==> src/acnt_defs.vh <==
// Constants for the asynchronous-capable 16-bit counter block.
// Assumes inclusion by bare name; definitions only.
`ifndef ACNT_DEFS_VH
`define ACNT_DEFS_VH

// Register indices; byte address is four times the index
`define ACNT_IDX_IRQ_CONTROL 8'h0B
`define ACNT_IDX_IRQ_FLAGS 8'h0C
`define ACNT_IDX_COUNT_LOW 8'h0E
`define ACNT_IDX_COUNT_HIGH 8'h0F
`define ACNT_IDX_CONTROL 8'h10
`define ACNT_IDX_IRQ_ENABLES 8'h8C

// Counter control field positions
`define ACNT_CTL_ON 0
`define ACNT_CTL_SRC 1
`define ACNT_CTL_BYPASS 2
`define ACNT_CTL_OSCEN 3
`define ACNT_CTL_PS_LO 4
`define ACNT_CTL_PS_HI 5
`define ACNT_CTL_GATE 6

// Interrupt control and flag positions
`define ACNT_IRQ_GIE 7
`define ACNT_IRQ_PERIPHERAL_IRQ_ENABLE 6
`define ACNT_OVF_BIT 0

// Reset values
`define ACNT_RST_CONTROL 7'h00
`define ACNT_RST_IRQ_CONTROL 8'h00
`define ACNT_RST_FLAGS 1'h0
`define ACNT_RST_ENABLES 1'h0

// Internal instruction clock is the main clock divided by this
`define ACNT_FOSC_DIV 4

`endif

==> src/acnt_top.v <==
// 16-bit timer/counter with sync-bypass mode, crystal oscillator
// control, overflow interrupt and wake, on an Avalon-MM slave.
// Assumes all pins are synchronous to mclk; the external count
// clock pin is sampled, optionally through a two-flop synchroniser.
//
// Function
// - Bypass bit counts external clock without synchroniser
// - Bypass mode counts in sleep, overflow wakes
// - Count byte reads always return valid value
// - Write during increment: write wins here
// - Oscillator-enable bit powers crystal oscillator
// - Oscillator keeps running during sleep
// - Crystal oscillator only with internal system clock
// - Oscillator on forces pins 4,5 input
// - Sleep counting only in external bypass mode
// - Overflow wakes; global enable branches to handler
// - Count split into low and high bytes
// - Prescale field divides by 1,2,4,8
// - Gate enable counts only while gate low
// - Source select: external rising edge or mclk/4
`timescale 1ns/1ps
`include "acnt_defs.vh"
module acnt_top
#(
  parameter PS_WIDTH = 3
)
(
  input wire mclk,
  input wire rst_n,
  input wire [9:0] avs_address,
  input wire avs_read,
  input wire avs_write,
  input wire [31:0] avs_writedata,
  output wire [31:0] avs_readdata,
  output wire avs_waitrequest,
  input wire ext_count_clock_pin,
  input wire gate_pin,
  input wire sleep_mode,
  input wire sys_clk_internal,
  input wire pin4_direction_in,
  input wire pin5_direction_in,
  input wire port_pin_4_in,
  input wire port_pin_5_in,
  output wire pin4_direction,
  output wire pin5_direction,
  output wire port_pin_4,
  output wire port_pin_5,
  output wire low_power_crystal_osc,
  output wire irq,
  output wire wake_req,
  output wire isr_branch
);

  // Register index from a byte address
  function [7:0] word_index;
    input [9:0] addr;
    begin
      word_index = addr[9:2];
    end
  endfunction

  // True when the decoded index selects the given register
  function reg_hit;
    input [7:0] index;
    input [7:0] code;
    begin
      reg_hit = (index == code);
    end
  endfunction

  // Bus answer state
  reg ack_q;
  // Registered read data
  reg [7:0] rdata_q;
  // Control register fields, bit 7 unimplemented
  reg [6:0] ctl_q;
  // Interrupt control register
  reg [7:0] irq_ctl_q;
  // Overflow flag, sticky
  reg ovf_flag_q;
  // Overflow interrupt enable
  reg ovf_ie_q;
  // The 16-bit count; unknown after power-up, never reset
  reg [15:0] count_q;
  // Next count value
  reg [15:0] count_d;
  // Previous count-clock level, for the rising edge
  reg ext_prev_q;
  // Internal clock divider
  reg [1:0] fosc_div_q;

  // Bus strobes and decode
  wire [7:0] idx;
  wire req;
  wire take;
  wire wr_take;
  wire rd_take;
  wire [7:0] wbyte;
  // Derived control fields
  wire cnt_on;
  wire src_ext;
  wire bypass;
  wire osc_req;
  wire [1:0] ps_sel;
  wire gate_en;
  wire osc_on;
  // Count path
  wire ext_synced;
  wire ext_level;
  wire ext_rise;
  wire fosc_tick;
  wire raw_tick;
  wire gate_ok;
  wire sleep_ok;
  wire run;
  wire cnt_tick;
  wire wr_low;
  wire wr_high;
  wire rollover;
  wire ovf_clr;
  // Read multiplexer result
  reg [7:0] rmux;

  assign idx = word_index(avs_address);
  assign req = avs_read | avs_write;
  // One wait cycle, then the answer cycle
  assign avs_waitrequest = req & ~ack_q;
  // Write lands and read completes at the answer edge
  assign take = req & ack_q;
  assign wr_take = avs_write & ack_q;
  assign rd_take = avs_read & ~ack_q;
  assign wbyte = avs_writedata[7:0];
  assign avs_readdata = {24'h000000, rdata_q};

  assign cnt_on = ctl_q[`ACNT_CTL_ON];
  assign src_ext = ctl_q[`ACNT_CTL_SRC];
  assign bypass = ctl_q[`ACNT_CTL_BYPASS];
  assign osc_req = ctl_q[`ACNT_CTL_OSCEN];
  assign ps_sel = ctl_q[`ACNT_CTL_PS_HI:`ACNT_CTL_PS_LO];
  assign gate_en = ctl_q[`ACNT_CTL_GATE];

  // Answer sequencer: waitrequest drops one cycle after a request
  always @(posedge mclk or negedge rst_n)
  begin
    if (!rst_n)
      ack_q <= 1'b0;
    else if (take)
      ack_q <= 1'b0;
    else
      ack_q <= req;
  end

  // Read mux; unmapped indices and unimplemented bits read zero
  always @*
  begin
    case (idx)
      // All eight bits are plain storage
      `ACNT_IDX_IRQ_CONTROL: rmux = irq_ctl_q;
      // Only the overflow flag is implemented
      `ACNT_IDX_IRQ_FLAGS: rmux = {7'h00, ovf_flag_q};
      // valid read
      // Count lives in mclk domain, so bytes are never torn
      `ACNT_IDX_COUNT_LOW: rmux = count_q[7:0];
      `ACNT_IDX_COUNT_HIGH: rmux = count_q[15:8];
      // Bit 7 unimplemented, reads zero
      `ACNT_IDX_CONTROL: rmux = {1'b0, ctl_q};
      // Only the overflow enable is implemented
      `ACNT_IDX_IRQ_ENABLES: rmux = {7'h00, ovf_ie_q};
      // Unmapped indices read zero
      default: rmux = 8'h00;
    endcase
  end

  // Read data captured in the wait cycle, stands in the answer cycle
  always @(posedge mclk or negedge rst_n)
  begin
    if (!rst_n)
      rdata_q <= 8'h00;
    else if (rd_take)
      rdata_q <= rmux;
  end

  // Control and enable registers, written at the answer edge
  always @(posedge mclk or negedge rst_n)
  begin
    if (!rst_n)
    begin
      ctl_q <= `ACNT_RST_CONTROL;
      irq_ctl_q <= `ACNT_RST_IRQ_CONTROL;
      ovf_ie_q <= `ACNT_RST_ENABLES;
    end
    else if (wr_take)
    begin
      case (idx)
        // Control, bit 7 dropped
        `ACNT_IDX_CONTROL: ctl_q <= wbyte[6:0];
        // Interrupt control, all bits stored
        `ACNT_IDX_IRQ_CONTROL: irq_ctl_q <= wbyte;
        // Only the overflow enable is stored
        `ACNT_IDX_IRQ_ENABLES: ovf_ie_q <= wbyte[`ACNT_OVF_BIT];
        // Count bytes are written elsewhere; others ignored
        default: ctl_q <= ctl_q;
      endcase
    end
  end

  // shared oscillator
  // Crystal oscillator only usable when the system runs internally
  assign osc_on = osc_req & sys_clk_internal;

  // runs in sleep
  // Amplifier enable ignores sleep so the crystal keeps going
  assign low_power_crystal_osc = osc_on;

  // pins 4 and 5 forced
  // Directions read as input and port levels as zero while enabled
  assign pin4_direction = osc_on | pin4_direction_in;
  assign pin5_direction = osc_on | pin5_direction_in;
  assign port_pin_4 = ~osc_on & port_pin_4_in;
  assign port_pin_5 = ~osc_on & port_pin_5_in;

  // Synchronised copy of the external count clock
  acnt_sync2 u_sync
  (
    .mclk (mclk),
    .rst_n (rst_n),
    .din (ext_count_clock_pin),
    .dout (ext_synced)
  );

  // bypass the synchroniser
  // Bypass saves two cycles of latency at the cost of margin
  assign ext_level = bypass ? ext_count_clock_pin : ext_synced;

  // Last level of the selected count-clock path
  always @(posedge mclk or negedge rst_n)
  begin
    if (!rst_n)
      ext_prev_q <= 1'b0;
    else
      ext_prev_q <= ext_level;
  end

  // Rising edge of the external clock
  assign ext_rise = ext_level & ~ext_prev_q;

  // Internal instruction clock divider, free running
  always @(posedge mclk or negedge rst_n)
  begin
    if (!rst_n)
      fosc_div_q <= 2'h0;
    else
      fosc_div_q <= fosc_div_q + 2'h1;
  end

  // internal clock
  // One tick per four main clocks
  // Compared at full integer width so no bits are dropped
  assign fosc_tick = ({30'h0, fosc_div_q} == (`ACNT_FOSC_DIV - 1));

  assign raw_tick = src_ext ? ext_rise : fosc_tick;

  // gate
  // Gate only acts while the counter is on
  assign gate_ok = ~gate_en | ~gate_pin;

  // runs in sleep
  // Only the unsynchronised external mode survives sleep
  assign sleep_ok = ~sleep_mode | (src_ext & bypass);

  // Counting needs on, an open gate and sleep allowance
  assign run = cnt_on & gate_ok & sleep_ok;

  acnt_prescale #(.WIDTH(PS_WIDTH)) u_ps
  (
    .mclk (mclk),
    .rst_n (rst_n),
    .clear (~cnt_on),
    .tick_in (raw_tick & run),
    .sel (ps_sel),
    .tick_out (cnt_tick)
  );

  // Count byte writes, taken at the answer edge
  assign wr_low = wr_take & reg_hit(idx, `ACNT_IDX_COUNT_LOW);
  assign wr_high = wr_take & reg_hit(idx, `ACNT_IDX_COUNT_HIGH);
  // A write in the same cycle cancels the increment, so no rollover
  assign rollover = cnt_tick & (count_q == 16'hFFFF) & ~wr_low & ~wr_high;

  // write contention
  // A byte write wins over an increment in the same cycle;
  // the other byte keeps its old value, so results may look odd
  always @*
  begin
    // Default: hold
    count_d = count_q;
    if (wr_low)
      // Low byte replaced, high byte kept
      count_d = {count_q[15:8], wbyte};
    else if (wr_high)
      // High byte replaced, low byte kept
      count_d = {wbyte, count_q[7:0]};
    else if (cnt_tick)
      // Increment wraps to zero after all ones
      count_d = count_q + 16'h0001;
  end

  // Count register; no reset, its power-up value is unknown
  always @(posedge mclk)
  begin
    count_q <= count_d;
  end

  // Flag clears on a read of its register
  assign ovf_clr = avs_read & take & reg_hit(idx, `ACNT_IDX_IRQ_FLAGS);

  // overflow flag
  // Set wins over the read clear, so an overflow in the answer cycle is kept
  always @(posedge mclk or negedge rst_n)
  begin
    if (!rst_n)
      ovf_flag_q <= `ACNT_RST_FLAGS;
    else if (rollover)
      ovf_flag_q <= 1'b1;
    else if (ovf_clr)
      ovf_flag_q <= 1'b0;
  end

  // Unmasked flag drives the level interrupt
  assign irq = ovf_flag_q & ovf_ie_q;

  // wake and branch
  // Wake needs the peripheral enable; branch also needs global
  assign wake_req = irq & irq_ctl_q[`ACNT_IRQ_PERIPHERAL_IRQ_ENABLE];
  assign isr_branch = wake_req & irq_ctl_q[`ACNT_IRQ_GIE];

endmodule // acnt_top

==> src/acnt_sync2.v <==
// Two-flop synchroniser for one level signal.
// Assumes the input may change at any time relative to mclk.
`timescale 1ns/1ps
module acnt_sync2
(
  input wire mclk,
  input wire rst_n,
  input wire din,
  output wire dout
);

  // First stage, read only by the second stage
  reg meta_q;
  // Second stage, safe to use
  reg sync_q;

  // Shift the level through two stages
  always @(posedge mclk or negedge rst_n)
  begin
    if (!rst_n)
    begin
      meta_q <= 1'b0;
      sync_q <= 1'b0;
    end
    else
    begin
      meta_q <= din;
      sync_q <= meta_q;
    end
  end

  assign dout = sync_q;

endmodule // acnt_sync2

==> src/acnt_prescale.v <==
// Count-clock prescaler: passes one tick out of 1, 2, 4 or 8.
// Assumes tick_in is a one-cycle pulse in the mclk domain.
`timescale 1ns/1ps
module acnt_prescale
#(
  parameter WIDTH = 3
)
(
  input wire mclk,
  input wire rst_n,
  input wire clear,
  input wire tick_in,
  input wire [1:0] sel,
  output wire tick_out
);

  // Prescale counter
  reg [WIDTH-1:0] div_q;
  // Mask of bits that must be all ones for a pass
  reg [WIDTH-1:0] mask;

  // Ratio select: 00 1:1, 01 1:2, 10 1:4, 11 1:8
  always @*
  begin
    case (sel)
      2'b00: mask = {WIDTH{1'b0}};
      2'b01: mask = {{(WIDTH-1){1'b0}}, 1'b1};
      2'b10: mask = {{(WIDTH-2){1'b0}}, 2'b11};
      default: mask = {WIDTH{1'b1}};
    endcase
  end

  // Advance on each input tick; cleared when the counter stops
  always @(posedge mclk or negedge rst_n)
  begin
    if (!rst_n)
      div_q <= {WIDTH{1'b0}};
    else if (clear)
      div_q <= {WIDTH{1'b0}};
    else if (tick_in)
      div_q <= div_q + {{(WIDTH-1){1'b0}}, 1'b1};
  end

  assign tick_out = tick_in && ((div_q & mask) == mask);

endmodule // acnt_prescale

==> config.mk <==
export PLATFORM = sky130hd
export DESIGN_NAME = acnt_top
export DESIGN_NICKNAME = d
export VERILOG_FILES = /design/src/acnt_top.v /design/src/acnt_sync2.v /design/src/acnt_prescale.v
export VERILOG_INCLUDE_DIRS = /design/src
export SDC_FILE = /design/constraint.sdc
export NUM_CORES = 1
export LEC_CHECK = 0
export BUFFER_PORTS_ARGS = -buffer_cell sky130_fd_sc_hd__buf_4
export CORE_MARGIN = 5
export CORE_UTILIZATION = 30
export DETAILED_ROUTE_END_ITERATION = 7
export GPL_TIMING_DRIVEN = 0
export PLACE_DENSITY_LB_ADDON = 0.1
export SYNTH_ARGS = -nofsm -noshare
export SYNTH_HDL_FRONTEND = slang
export SYNTH_SLANG_ARGS = --single-unit
==> constraint.sdc <==
create_clock -name mclk -period 4.9 [get_ports mclk]
set_input_delay 0.49 -clock mclk [delete_from_list [all_inputs] [get_ports mclk]]
set_output_delay 0.49 -clock mclk [all_outputs]
set_load 0.03 [all_outputs]
==> metrics.csv <==
metric;value;unit
row count;35;
commonest non-fill, non-tap cell in the layout;buf_4;
sequential element share of the synthesized area;0.462;
P_int;609;µW
multi-input logic area;1390;µm²
crit path kind;in -> reg;
synthesized flop and latch total;50;
Via density;4.71;
delay-heaviest family, CP;simple AND/OR/NAND/NOR gates;
CP Capture Type;register;
worst hold path class;in -> async;
TNS Setup;0;ps
first-pass GRT wire length;12.5;mm
prevailing post-synth register cell;dfrtp_1;
cts repair resizes;0;
core footprint;9280;µm²
htree depth;2;
GPL Wtd Cong;0.834;
Max-Cap Viols;0;
max incr delay on CP;610;ps
top sig layer;met4;
Sink Count;50;
fin crit share;0.555;
yosys warns;0;
Worst-path clk slew;100;ps
most used cell, CP;buf_2;
Relative slew margins;0.432;
Distinct cells, synth;46;
Max Fanout on Critical Path;10;
layout cells sized above 1;0.295;
Post-Syn Area;2880;µm²
CP Launch Type;input port;
DRC Markers;0;
Syn Inst Count;277;
all-layer global routing usage;0.139;
combinational fraction of design power;0.134;
sw frac;0.266;
post-layout min period;2720;ps
Clk pwr share;0.338;
wire per inst;16.2;µm
status;completed;
final setup violating endpoints;0;
RSZ-0062 raised after global routing;no;
critical path cell sequence;buf_4, or4b_1, buf_2, nor4_1, buf_2, o21bai_1;
vias;2267;
n_diodes;0;
Finished Layout Cells;481;
CTS tree;built;
Die Y;108;µm
CP max-delay cell;nor4_1;
top-level I/O count;95;
Die Wd;108;µm
# fillers;985;
Final Hold Fails;0;
remaining antenna violation count;0;
worst skew pair latency;310;ps
final wirelength;7.79;mm
number of flops mapped to enable cells by yosys;16;
Worst R2R Path Depth;4;
CTS Buffer Depth;2;
postcts setup bufs;0;
Avg Inst Size Synth;10.4;µm²
CP Data Arrival Time;2660;ps
most frequent cells in the layout;68 x buf_4, 34 x dfrtp_1, 26 x nand2_1;
fin nets;408;
met2 WL;3.45;mm
Synth async-reset ratio;0.680;
maximum number of pins on one net before global-route repair;35;
DRT iter0 DRCs;107;
CP required;4850;ps
Seq. cell area;1330;µm²
fin. max-slew vios;0;
total grt overflow;0;
HPWL after DPL;5.99;mm
Pwr Density;233;nW/µm²
Critical Path Stages;6;
hold buffers post-CTS;0;
Final Skew;6.00;ps
Starting Density;0.311;
drt first pass iters;4;
sequential share of power;0.528;
Die ar.;11700;µm²
vias in the first global route;2243;
Inst Count DP;473;
initial antenna violation count;0;
Area Overhead vs Synth;23.8;%
crit path buf inv count;3;
root buf cell;clkbuf_8;
IO Port Bufs;44;
max frequency;368;MHz
Slew @ Worst Pin;845;ps
Peak VDD IR;98.1;µV
met3 routed WL;512;µm
Psw;221;µW
WL met1;3.65;mm
Num CTS Buffers;5;
Leak;1.57;nW
-- flip-flops by register name, indices dropped and copies added, names as in the netlist, 2 cells and up --
register	cells
count_q	16
u_ps.div_q	3
irq_ctl_q	8
ctl_q	7
rdata_q	8
fosc_div_q	2
-- final timing paths --
kind,slack (ps),from,endpoint
max,2180,avs_address[8],count_q[3]
max in group asynchronous,4470,rst_n,irq_ctl_q[7]
max reg2reg,2370,ctl_q[2],count_q[14]
min reg2reg,360,u_sync.meta_q,u_sync.dout
min in group mclk,300,ext_count_clock_pin,u_sync.meta_q
min,110,rst_n,rdata_q[0]
-- Yosys cell counts (all sizes together), types with 2 or more instances --
cell type | instances | area share
nor3 | 13 | 0.024
nor2 | 7 | 0.0091
a21oi | 2 | 0.0035
a221o | 6 | 0.021
ha | 3 | 0.013
nand2b | 5 | 0.011
a22o | 7 | 0.021
mux2i | 9 | 0.031
dfrtp | 34 | 0.30
nand2 | 26 | 0.034
or3 | 2 | 0.0043
a21boi | 2 | 0.0052
nor2b | 2 | 0.0043
or4 | 2 | 0.0052
nand4 | 6 | 0.013
nand3b | 2 | 0.0052
o41ai | 2 | 0.0061
xor2 | 5 | 0.015
mux2 | 19 | 0.074
and3 | 2 | 0.0043
nor4 | 6 | 0.018
and2 | 4 | 0.0087
clkbuf | 2 | 0.0026
buf | 30 | 0.073
o31ai | 2 | 0.0052
inv | 9 | 0.012
xnor2 | 8 | 0.024
nand3 | 13 | 0.023
edfxtp | 16 | 0.17
o21ai | 18 | 0.031
-- power by group through the flow --
stage / sequential [mW] / clock [mW] / combinational [mW]
after floorplan: 0.446 / 0 / 0.0700
after detailed placement: 0.447 / 0 / 0.111
after global routing: 0.439 / 0.306 / 0.121
after global placement: 0.447 / 0 / 0.111
final: 0.438 / 0.280 / 0.111
after CTS: 0.438 / 0.293 / 0.111
-- layer usage --
metal | GRT usage | up-vias
met5 | 0 | -
li1 | - | 1117
met1 | 0.195 | 1063
met2 | 0.211 | 74
met3 | 0.0304 | 13
met4 | 0.0496 | 0
-- kinds of logic (layout without fill, tap and decap cells) --
logic type,count (synthesis),count (layout),share of synthesized area
flops,50,50,0.462
other cells,1,24,0.00130
fa+ha+maj,3,3,0.0130
xor+xnor,13,13,0.0395
simple gates,94,94,0.176
buf+inv,41,93,0.0872
mux,28,28,0.105
compound gates,47,47,0.116
-- layout make-up --
type / instances / share of cell area
Buffer: 32 / 0.0610
Tap cell: 129 / 0.0452
Clock inverter: 2 / 0.00386
Sequential cell: 50 / 0.373
Clock buffer: 6 / 0.0263
Inverter: 9 / 0.00947
Timing Repair Buffer: 44 / 0.0926
Multi-Input combinational cell: 209 / 0.388
-- worst register-to-register path: stages, from the launching register on --
cell and delay [ps]:
dfrtp_1 450, a21boi_0 110, a211oi_1 510, o2111ai_1 350, a21oi_1 750
-- stage by stage --
step | util | area, µm² | setup slack, ps | power, mW | hold slack, ps
4_1_cts | 0.384 | 3570 | 2190 | 0.843 | 126
3_3_place_gp | 0.373 | 3460 | 1800 | 0.558 | 335
3_5_place_dp | 0.373 | 3460 | 1860 | 0.558 | 338
5_1_grt | 0.384 | 3570 | 2000 | 0.866 | 143
2_1_floorplan | - | 2970 | 2340 | 0.516 | 194
6_report | 0.384 | 3570 | 2180 | 0.830 | 114
Power figures use the tool's default switching activity.
